### config.mk
export PLATFORM = sky130hd
export DESIGN_NAME = dcrm_register_bank
export DESIGN_NICKNAME = d
export VERILOG_FILES = /design/src/pkg/dcrm_pkg.sv /design/src/design/dcrm_register_bank.sv
export SDC_FILE = /design/constraint.sdc
export NUM_CORES = 2
export LEC_CHECK = 0
export BUFFER_PORTS_ARGS = -buffer_cell sky130_fd_sc_hd__buf_2
export CAP_MARGIN = 20
export CORE_AREA = 2 2 408 511
export CTS_CLUSTER_SIZE = 8
export DETAILED_ROUTE_END_ITERATION = 10
export DIE_AREA = 0 0 410 513
export SYNTH_ARGS = -nofsm -noshare
export SYNTH_HDL_FRONTEND = slang
export SYNTH_SLANG_ARGS = --single-unit
### constraint.sdc
create_clock -name sys_clk -period 12.7 [get_ports sys_clk]
set_input_delay 0.635 -clock sys_clk [delete_from_list [all_inputs] [get_ports sys_clk]]
set_output_delay 0.635 -clock sys_clk [all_outputs]
set_load 0.005 [all_outputs]
### src/pkg/dcrm_pkg.sv
package dcrm_pkg;

  ////////////////////////////////////////////////////////////////////////////
  localparam int ADDR_W = 5;
  localparam int DATA_W = 64;
  localparam int PROFILES = 8;
  localparam int PSEL_W = 3;

  localparam logic [4:0] ADDR_PLL_CTRL = 5'h01;
  localparam logic [4:0] ADDR_DAC_CTRL = 5'h02;
  localparam logic [4:0] ADDR_FREQ_STEP = 5'h03;
  localparam logic [4:0] ADDR_PHASE_SHIFT = 5'h04;
  localparam logic [4:0] ADDR_SWEEP_LIMITS = 5'h06;
  localparam logic [4:0] ADDR_SWEEP_STEPS = 5'h07;
  localparam logic [4:0] ADDR_SWEEP_RATE = 5'h08;
  localparam logic [4:0] ADDR_PROFILE_FIRST = 5'h09;
  localparam logic [4:0] ADDR_PROFILE_LAST = 5'h10;

  localparam int PLL_DIV_OUT_BIT = 15;
  localparam int PLL_MULT_LSB = 9;
  localparam int PLL_MULT_W = 6;
  localparam int PLL_CMOS_BIT = 7;
  localparam int PLL_XTAL_BIT = 6;
  localparam int PLL_PWRDN_BIT = 5;
  localparam int PLL_LORANGE_BIT = 4;
  localparam int PLL_DIV_IN_BIT = 3;
  localparam int PLL_BAND_BIT = 2;
  localparam int PLL_RUN_BIT = 1;
  localparam int PLL_LOCK_BIT = 0;

  localparam int FSC_W = 10;
  localparam int PHASE_W = 14;
  localparam int WORD_W = 32;
  localparam int RATE_W = 16;
  localparam int HI_LSB = 32;
  localparam int RATE_HI_LSB = 16;

  localparam logic [15:0] RST_PLL_CTRL = 16'h0000;
  localparam logic [31:0] RST_DAC_CTRL = 32'h0000_0000;
  localparam logic [31:0] RST_WORD = 32'h0000_0000;
  localparam logic [15:0] RST_PHASE = 16'h0000;
  localparam logic [63:0] RST_WIDE = 64'h0000_0000_0000_0000;
  localparam logic [47:0] RST_PROFILE = 48'h0000_0000_0000;

  ////////////////////////////////////////////////////////////////////////////
  typedef struct packed {
    logic divOut;
    logic [5:0] mult;
    logic keepDefault;
    logic cmosMode;
    logic xtalMode;
    logic powerDown;
    logic lowReferenceRange;
    logic divIn;
    logic oscillatorBandSelect;
    logic run;
    logic lockStatus;
  } dcrm_pll_t;

  typedef struct packed {
    logic [31:0] upper;
    logic [31:0] lower;
  } dcrm_pair_t;

  typedef struct packed {
    logic [1:0] open;
    logic [13:0] phase;
    logic [31:0] freq;
  } dcrm_profile_t;

endpackage : dcrm_pkg

### src/design/dcrm_register_bank.sv
`timescale 1ns/1ps
// Notes on behaviour
// - Control word two: divider, multiplier at 0x01.
// - Bits 7,6 pick CMOS or crystal clock.
// - Bit 5 set powers the PLL down.
// - Bit 3 set halves the PLL reference.
// - Bit 1 clear holds PLL logic reset.
// - Bit 0 reads back PLL lock status.
// - DAC register 0x02, 10-bit full-scale current.
// - Frequency step word, 32 bits at 0x03.
// - Phase shift word, 14 bits at 0x04.
// - Sweep registers effective only when enabled.
// - Sweep limits at 0x06: upper, lower.
// - Sweep steps 0x07 high: decrement step.
// - Sweep steps low: increment step.
// - Ramp rate 0x08 high: falling interval.
// - Ramp rate low: rising interval.
// - Eight profiles, chosen by select pins.
// - Profiles 0x09..0x10, 14-bit phase field.
// - Profile low word is tuning value.
// - Apply strobe commits writes; buffers keep them.
module dcrm_register_bank #(
  parameter int PROFILE_COUNT = dcrm_pkg::PROFILES
) (
  input wire logic sys_clk,
  input wire logic rst,
  input wire logic wrValid,
  input wire logic [dcrm_pkg::ADDR_W-1:0] wrAddr,
  input wire logic [dcrm_pkg::DATA_W-1:0] wrData,
  input wire logic rdValid,
  input wire logic [dcrm_pkg::ADDR_W-1:0] rdAddr,
  output logic [dcrm_pkg::DATA_W-1:0] rdData,
  output logic rdDone,
  input wire logic applyPin,
  input wire logic [dcrm_pkg::PSEL_W-1:0] profileSelectPin,
  input wire logic pllLockIn,
  input wire logic auxAccumEnable,
  input wire logic modulusEnable,
  output logic applyPulse,
  output logic pllDivOut,
  output logic [dcrm_pkg::PLL_MULT_W-1:0] pllMult,
  output logic cmosClockMode,
  output logic crystalClockMode,
  output logic pllPowerDown,
  output logic lowReferenceRange,
  output logic pllRefHalf,
  output logic oscillatorBandSelect,
  output logic pllLogicReset,
  output logic [dcrm_pkg::FSC_W-1:0] fullScaleCurrent,
  output logic [dcrm_pkg::WORD_W-1:0] frequencyStepWord,
  output logic [dcrm_pkg::PHASE_W-1:0] phaseShiftWord,
  output logic sweepEffective,
  output dcrm_pkg::dcrm_pair_t sweepLimits,
  output dcrm_pkg::dcrm_pair_t sweepSteps,
  output logic [dcrm_pkg::RATE_W-1:0] fallRampRate,
  output logic [dcrm_pkg::RATE_W-1:0] riseRampRate,
  output logic [dcrm_pkg::WORD_W-1:0] profileFreq,
  output logic [dcrm_pkg::PHASE_W-1:0] profilePhase
);

  ////////////////////////////////////////////////////////////////////////////
  // Pin synchronisers. The first stage is never looked at; apply also looks at a third.
  logic applyMeta;
  logic applySync;
  logic applyLast;
  logic [dcrm_pkg::PSEL_W-1:0] selMeta;
  logic [dcrm_pkg::PSEL_W-1:0] selSync;
  logic lockMeta;
  logic lockSync;
  logic applyEdge;

  always_ff @(posedge sys_clk) begin
    if (rst) begin
      applyMeta <= 1'b0;
      applySync <= 1'b0;
      applyLast <= 1'b0;
    end else begin
      applyMeta <= applyPin;
      applySync <= applyMeta;
      applyLast <= applySync;
    end
  end

  always_ff @(posedge sys_clk) begin
    if (rst) begin
      selMeta <= '0;
      selSync <= '0;
    end else begin
      selMeta <= profileSelectPin;
      selSync <= selMeta;
    end
  end

  always_ff @(posedge sys_clk) begin
    if (rst) begin
      lockMeta <= 1'b0;
      lockSync <= 1'b0;
    end else begin
      lockMeta <= pllLockIn;
      lockSync <= lockMeta;
    end
  end

  // A level held high on the strobe pin commits only once.
  assign applyEdge = applySync & ~applyLast;

  ////////////////////////////////////////////////////////////////////////////
  // Buffer registers, written by the host side.
  logic [15:0] bufPll;
  logic [31:0] bufDac;
  logic [31:0] bufFreq;
  logic [15:0] bufPhase;
  logic [63:0] bufLimits;
  logic [63:0] bufSteps;
  logic [31:0] bufRate;
  dcrm_pkg::dcrm_profile_t bufProfile [PROFILE_COUNT];
  logic [4:0] profileOffset;

  assign profileOffset = wrAddr - dcrm_pkg::ADDR_PROFILE_FIRST;

  always_ff @(posedge sys_clk) begin
    if (rst) begin
      bufPll <= dcrm_pkg::RST_PLL_CTRL;
      bufDac <= dcrm_pkg::RST_DAC_CTRL;
      bufFreq <= dcrm_pkg::RST_WORD;
      bufPhase <= dcrm_pkg::RST_PHASE;
      bufLimits <= dcrm_pkg::RST_WIDE;
      bufSteps <= dcrm_pkg::RST_WIDE;
      bufRate <= dcrm_pkg::RST_WORD;
    end else if (wrValid) begin
      case (wrAddr)
        dcrm_pkg::ADDR_PLL_CTRL: begin
          // The lock bit is not storable; it always reflects the PLL.
          bufPll <= {wrData[15:1], 1'b0};
        end
        dcrm_pkg::ADDR_DAC_CTRL: begin
          bufDac <= wrData[31:0];
        end
        dcrm_pkg::ADDR_FREQ_STEP: begin
          bufFreq <= wrData[31:0];
        end
        dcrm_pkg::ADDR_PHASE_SHIFT: begin
          bufPhase <= wrData[15:0];
        end
        dcrm_pkg::ADDR_SWEEP_LIMITS: begin
          bufLimits <= wrData;
        end
        dcrm_pkg::ADDR_SWEEP_STEPS: begin
          bufSteps <= wrData;
        end
        dcrm_pkg::ADDR_SWEEP_RATE: begin
          bufRate <= wrData[31:0];
        end
        default: begin
        end
      endcase
    end
  end

  always_ff @(posedge sys_clk) begin
    for (int i = 0; i < PROFILE_COUNT; i++) begin
      if (rst) begin
        bufProfile[i] <= dcrm_pkg::RST_PROFILE;
      end else if (wrValid && wrAddr >= dcrm_pkg::ADDR_PROFILE_FIRST &&
                   wrAddr <= dcrm_pkg::ADDR_PROFILE_LAST &&
                   profileOffset == 5'(i)) begin
        bufProfile[i] <= wrData[47:0];
      end
    end
  end

  ////////////////////////////////////////////////////////////////////////////
  // Active copies, loaded only on the apply strobe.
  dcrm_pkg::dcrm_pll_t actPll;
  logic [31:0] actDac;
  logic [31:0] actFreq;
  logic [15:0] actPhase;
  logic [63:0] actLimits;
  logic [63:0] actSteps;
  logic [31:0] actRate;
  dcrm_pkg::dcrm_profile_t actProfile [PROFILE_COUNT];

  always_ff @(posedge sys_clk) begin
    if (rst) begin
      actPll <= dcrm_pkg::RST_PLL_CTRL;
      actDac <= dcrm_pkg::RST_DAC_CTRL;
      actFreq <= dcrm_pkg::RST_WORD;
      actPhase <= dcrm_pkg::RST_PHASE;
      actLimits <= dcrm_pkg::RST_WIDE;
      actSteps <= dcrm_pkg::RST_WIDE;
      actRate <= dcrm_pkg::RST_WORD;
    end else if (applyEdge) begin
      actPll <= bufPll;
      actDac <= bufDac;
      actFreq <= bufFreq;
      actPhase <= bufPhase;
      actLimits <= bufLimits;
      actSteps <= bufSteps;
      actRate <= bufRate;
    end
  end

  always_ff @(posedge sys_clk) begin
    for (int i = 0; i < PROFILE_COUNT; i++) begin
      if (rst) begin
        actProfile[i] <= dcrm_pkg::RST_PROFILE;
      end else if (applyEdge) begin
        actProfile[i] <= bufProfile[i];
      end
    end
  end

  ////////////////////////////////////////////////////////////////////////////
  // Outputs to the core, each from its own flip-flop.
  logic sweepOn;

  assign sweepOn = auxAccumEnable | modulusEnable;

  // The pulse leads the core outputs by one cycle: the active copies load
  // on the edge that raises it, and the outputs follow on the next edge.
  always_ff @(posedge sys_clk) begin
    if (rst) begin
      applyPulse <= 1'b0;
    end else begin
      applyPulse <= applyEdge;
    end
  end

  always_ff @(posedge sys_clk) begin
    if (rst) begin
      pllDivOut <= 1'b0;
      pllMult <= '0;
      cmosClockMode <= 1'b0;
      crystalClockMode <= 1'b0;
      pllPowerDown <= 1'b0;
      lowReferenceRange <= 1'b0;
      pllRefHalf <= 1'b0;
      oscillatorBandSelect <= 1'b0;
      pllLogicReset <= 1'b1;
    end else begin
      pllDivOut <= actPll.divOut;
      pllMult <= actPll.mult;
      cmosClockMode <= actPll.cmosMode;
      crystalClockMode <= actPll.xtalMode;
      pllPowerDown <= actPll.powerDown;
      lowReferenceRange <= actPll.lowReferenceRange;
      pllRefHalf <= actPll.divIn;
      oscillatorBandSelect <= actPll.oscillatorBandSelect;
      pllLogicReset <= ~actPll.run;
    end
  end

  always_ff @(posedge sys_clk) begin
    if (rst) begin
      fullScaleCurrent <= '0;
      frequencyStepWord <= '0;
      phaseShiftWord <= '0;
    end else begin
      fullScaleCurrent <= actDac[dcrm_pkg::FSC_W-1:0];
      frequencyStepWord <= actFreq;
      phaseShiftWord <= actPhase[dcrm_pkg::PHASE_W-1:0];
    end
  end

  // Sweep values read as zero while the sweep is off, so a stale setting
  // cannot leak into the accumulator while it is off.
  always_ff @(posedge sys_clk) begin
    if (rst) begin
      sweepEffective <= 1'b0;
      sweepLimits <= '0;
      sweepSteps <= '0;
      fallRampRate <= '0;
      riseRampRate <= '0;
    end else begin
      sweepEffective <= sweepOn;
      sweepLimits <= sweepOn ? actLimits : '0;
      sweepSteps <= sweepOn ? actSteps : '0;
      fallRampRate <= sweepOn ?
        actRate[dcrm_pkg::RATE_HI_LSB +: dcrm_pkg::RATE_W] : '0;
      riseRampRate <= sweepOn ?
        actRate[dcrm_pkg::RATE_W-1:0] : '0;
    end
  end

  always_ff @(posedge sys_clk) begin
    if (rst) begin
      profileFreq <= '0;
      profilePhase <= '0;
    end else begin
      profileFreq <= actProfile[selSync].freq;
      profilePhase <= actProfile[selSync].phase;
    end
  end

  ////////////////////////////////////////////////////////////////////////////
  // Read-back shows the buffered values, which is what the host wrote, except PLL bit 0, which shows the synchronised lock.
  logic [dcrm_pkg::DATA_W-1:0] next_rdData;
  logic [4:0] readOffset;

  assign readOffset = rdAddr - dcrm_pkg::ADDR_PROFILE_FIRST;

  always_comb begin
    next_rdData = '0;
    case (rdAddr)
      dcrm_pkg::ADDR_PLL_CTRL: begin
        next_rdData = {48'h0000_0000_0000, bufPll[15:1], lockSync};
      end
      dcrm_pkg::ADDR_DAC_CTRL: begin
        next_rdData = {32'h0000_0000, bufDac};
      end
      dcrm_pkg::ADDR_FREQ_STEP: begin
        next_rdData = {32'h0000_0000, bufFreq};
      end
      dcrm_pkg::ADDR_PHASE_SHIFT: begin
        next_rdData = {48'h0000_0000_0000, bufPhase};
      end
      dcrm_pkg::ADDR_SWEEP_LIMITS: begin
        next_rdData = bufLimits;
      end
      dcrm_pkg::ADDR_SWEEP_STEPS: begin
        next_rdData = bufSteps;
      end
      dcrm_pkg::ADDR_SWEEP_RATE: begin
        next_rdData = {32'h0000_0000, bufRate};
      end
      default: begin
        if (rdAddr >= dcrm_pkg::ADDR_PROFILE_FIRST &&
            rdAddr <= dcrm_pkg::ADDR_PROFILE_LAST) begin
          next_rdData = {16'h0000, bufProfile[readOffset[2:0]]};
        end
      end
    endcase
  end

  always_ff @(posedge sys_clk) begin
    if (rst) begin
      rdData <= '0;
      rdDone <= 1'b0;
    end else begin
      rdDone <= rdValid;
      if (rdValid) begin
        rdData <= next_rdData;
      end
    end
  end

endmodule : dcrm_register_bank

After elaboration in Yosys (flattened, before gate mapping)
Memory sizes are Yosys's and may differ from the RTL's. A register that Yosys moved wholly into a read port is not among the register bits.
Cells that the tools add are included.
Storage, ports and cells
  bits in registers: 793
  RAM bits: 768
  output and inout bits: 343
  logic and storage cells: 168
  memories: 2
Operators by class
  add/sub/neg operators: 2
  order comparisons: 4
  equal/unequal tests: 21
  multiplexer cells: 47
  bitwise logic cells: 21
  reduce and logical (&&, ||, !) cells: 20
Memories
  actProfile: depth 8, width 48, rd ports 1, clocked after memory_dff 1, wr ports 8, line dcrm_register_bank.sv:181  | dcrm_pkg::dcrm_profile_t actProfile [PROFILE_COUNT];
  bufProfile: depth 8, width 48, rd ports 9, clocked after memory_dff 0, wr ports 8, line dcrm_register_bank.sv:116  | dcrm_pkg::dcrm_profile_t bufProfile [PROFILE_COUNT];
Operator list (count)
  $mux 48: 17
  $pmux 64 s7: 1
  $eq 5x3->1 const B: 10
  $eq 5x2->1 const B: 6
  $mux 1: 29
  $or 1x1->1: 17
  $eq 5x1->1 const B: 3
  $reduce_and 2->1: 7
  $logic_and 1x1->1: 11
  $eq 5x4->1 const B: 2
  $ge 5x4->1 const B: 2
  $le 5x5->1 const B: 2
  $logic_not 5->1: 1
  $sub 5x4->5 const B: 1
  $not 1->1: 3
  $sub 3x1->3 const B: 1
  $reduce_or 2->1: 1
  $and 1x1->1: 1

Longest topological paths before layout
  depth after elaboration: 8
  gate-level depth with buffers: 14
  mapped depth without buffers: 6

Worst setup path after synthesis
Ideal clock, no wire load.
  path kind: input port to flip-flop
  start point: input rst
  end point: memory actProfile[0][0] (netlist name) (enable)
  setup time: 715 ps
  arrival: 8270 ps
  data required time: 11985 ps
  setup slack: 3715 ps
  stages on the path: 5
  path buffers: 3
  path through: nor2b_1 clkbuf_1 clkbuf_1 clkbuf_1 inv_1
RTL lines
  start: declaration: line dcrm_register_bank.sv:26  | input wire logic rst,
  end: declaration: line dcrm_register_bank.sv:181

Final worst setup path
  start point: input rdAddr[0] (netlist name)
  end point: register rdData[13] (netlist name)
On the way
  word-level cells in the longest chain between the ends: 4
Ends and longest elaborated chain
  start: declaration: line dcrm_register_bank.sv:31  | input wire logic [dcrm_pkg::ADDR_W-1:0] rdAddr,
  $sub 3x1->3 (tied with other cells): line dcrm_register_bank.sv:300  | assign readOffset = rdAddr - dcrm_pkg::ADDR_PROFILE_FIRST;
  $mem_v2 8x48 or $logic_and 1x1->1 (tied branches)
  $mux 48: line dcrm_register_bank.sv:327  | if (rdAddr >= dcrm_pkg::ADDR_PROFILE_FIRST &&
  $pmux 64 s7 (*): line dcrm_register_bank.sv:304  | case (rdAddr)
  end signal: assignment: line dcrm_register_bank.sv:342  | rdData <= next_rdData;
  end: declaration: line dcrm_register_bank.sv:32  | output logic [dcrm_pkg::DATA_W-1:0] rdData,
Mark *: on every way between the ends. The rest lies on a longest branch, timed or not.
A chain may end at the register's enable or synchronous reset.

==> run metrics <==
IO Count 428; H-tree levels 4; pwr/cell area 161 mW/mm^2; Synth Flop Type dfxtp_1; IO Port Bufs 427; DIE WIDTH 410 um; total stage count of the critical path 9; Period minus WS final 5.38 ns; clock skew 0.0342 ns; Crit path arrival time 6.10 ns; Overall Global Routing Usage 18.4%; Seq pwr share 48.3%; CTS Buf Count 217; Layout area overhead 18.0%; Post-synth EDFFs 752; Critical Path Most Common Cell buf_4; Post-Synthesis Cells 4,862; initial antenna violation count 36; synthesized area 0.0613 mm^2; site row count 186; clk sink count 1,591; GR Overflow Total 0; final wirelength 199,000 um; Final period util 42.4%; setup TNS 0 ns; Logic pwr share 5.5%; hold path depth 2; Worst Hold Class in2reg; Final Hold Viols 0; Buf+Inv Stages, Crit Path 4; most frequent cell after synthesis and2_1; Starting DRT DRC Count 3,637; vias 40,100; maxcap violations 0; syn nets 4,951; Place WS 6.35 ns; delay-heaviest family, CP buffers and inverters; core area 0.205 mm^2; min setup slack post-route 7.32 ns; post-DP HPWL 121,000 um; Netlist cell types 63; Pre-antenna DRT Iters 5; post-synthesis simple-gate area fraction 15.9%; synth top area cells edfxtp_1 (37%), dfxtp_1 (27%), and2_1 (9.4%), mux4_2 (6.2%), a22o_1 (3.6%); Routed WL per cell 24.7 um; Max clock buf depth 3; Post-CTS Resized 0; largest net degree at the start of global routing 241; share of layout cells above drive strength 1 18.4%; Pins Over Slew Limit 0; worst reg-to-reg path cell count 5; area of the die 0.210 mm^2; Final Net Count 5,268; Slew @ Worst Pin 1.42 ns; status finished clean; Crit Path Max Fanout 44; Worst EP required 13.42 ns; Post-Layout Inst Area 0.0724 mm^2; # DRC 0; asr flop ratio synth 0%; placer's final routability congestion estimate 0.830; Post-DRT Antenna Nets 0; Synth Area in Adders 0.0816%; worst skew pair latency 0.84 ns; endpoint type of the worst setup path flop; compound-cell area share of the yosys netlist 7.98%; first-pass GRT wire length 284,000 um; multi-input logic area 0.0205 mm^2; Critical Path Source Type input pin; critical path class in2reg; Die Y 513 um; VDD IR max 0.164 mV; starting density of the core 29.9%; vias in the first global route 40,200; RSZ-0062 raised after global routing no; Yosys top cell by area edfxtp_1; final setup fails 0; largest family of logic cells by synthesized area simple AND/OR/NAND/NOR gates; #FFs+latches synth 1,591; mux contribution to synthesized area 9.08%; CP peak stage delay 0.84 ns; Net Sw Power 0.00272 W; Slowest-stage cell, CP buf_4; Synth Warn # 0; Seq/Total Area, Yosys 64.2%; CTS tree built; sw frac 23.3%; list of most frequent post-synthesis cells and2_1 (923), dfxtp_1 (839), edfxtp_1 (752); Clk pwr share 46.1%; root buffer cell clkbuf_16; f_max 186 MHz; Synth Area in XOR/XNOR 0.0449%; Internal Dissipation 0.00895 W; critical path cell sequence buf_2, clkinv_2, ha_4, xor2_4, buf_4, buf_4, mux4_2, o21a_1, a32o_1; clock transition at the registers of the reported paths 0.05 ns; Mapped Avg Cell Area 12.6 um^2; P_leak 26.7 nW; Synth top area share 36.8%; area post-placement 0.0661 mm^2; Reg area 0.0394 mm^2; Via density 4.97; Total Power 0.0117 W; FILL cells 19,800; relative slew slack 5.17%
## layout by cell type, fill, tap and decap left out, types with 14 or more instances in the layout
cell	n
o211ai_1	14
nand2_1	529
nand3b_1	20
mux4_2	168
diode_2	15
buf_2	425
clkbuf_16	219
a22o_1	251
o21ai_0	42
a221oi_1	21
dfxtp_1	836
nor3_1	17
buf_4	64
nor2_1	163
clkbuf_1	119
edfxtp_1	752
nand3_1	28
o31ai_1	16
nor2b_1	83
mux2_2	37
and2_1	922
mux2i_1	124
a21oi_1	281
## per-stage QoR
stage | hold WS (ns) | cells | utilization (%)
2_1_floorplan | 0.371 | 4862 | -
3_3_place_gp | 0.434 | 7682 | 32.2
3_5_place_dp | 0.434 | 7684 | 32.2
4_1_cts | 0.000318 | 8038 | 35.3
5_1_grt | 0.0354 | 8042 | 35.3
6_report | 0.0517 | 8053 | 35.3
## registers in the layout, indices dropped and copies added (netlist names), 64 cells and up
name and cells:
actLimits 64, rdData 64, sweepLimits 64, actProfile 368, bufProfile 384, bufLimits 64, actSteps 64, sweepSteps 64
bufSteps 64
## final timing paths
| kind | start | to | slack [ns] |
|---|---|---|---|
| worst max-delay path | rdAddr[0] | rdData[13]$_SDFFE_PP0P_ | 7.32 |
| worst min-delay path | pllLockIn | lockMeta$_SDFF_PP0_ | 0.05 |
| worst max register to register | selSync[0]$_SDFF_PP0_ | profileFreq[23]$_SDFF_PP0_ | 8.89 |
| worst min register to register | selMeta[1]$_SDFF_PP0_ | selSync[1]$_SDFF_PP0_ | 0.44 |
## repair_timing
action | in CTS | in global routing
hold endpoints to repair | 2 | 0
buffers inserted | 0 | 0
hold buffers | 2 | 0
## routing by layer
layer	GRT usage (%)	part of all wire [%]	vias up
met3	4.90	9.5	404
met5	0	0.11	-
met2	28.6	45	1835
met4	6.78	3.2	36
li1	-	-	17800
met1	24.5	42	20000
## power groups by stage
stage / registers [W] / logic, W / clock network, W
after floorplan: 0.00572 / 0.000392 / 0
after global placement: 0.00574 / 0.000639 / 0
after detailed placement: 0.00574 / 0.000647 / 0
after CTS: 0.00564 / 0.000649 / 0.00547
after global routing: 0.00565 / 0.000687 / 0.00567
final: 0.00564 / 0.000646 / 0.00538
## kinds of logic after synthesis
group                      Yosys count
buffers and inverters              402
xor gates and xnor gates             1
DFF                               1591
AOI/OAI and AO/OA                  703
and+or+nand+nor                   1827
muxes                              334
adders and majority gates            4
## layout make-up
cell class	instances	area share, %
timing repair buffer	495	3.75
clock buffer	339	8.21
sequential	1591	54.4
multi-input combinational	2869	28.4
inverter	5	0.0380
tap	2726	4.71
clock inverter	13	0.413
antenna	15	0.0519
Note: power is estimated with default switching activity, not from simulation.
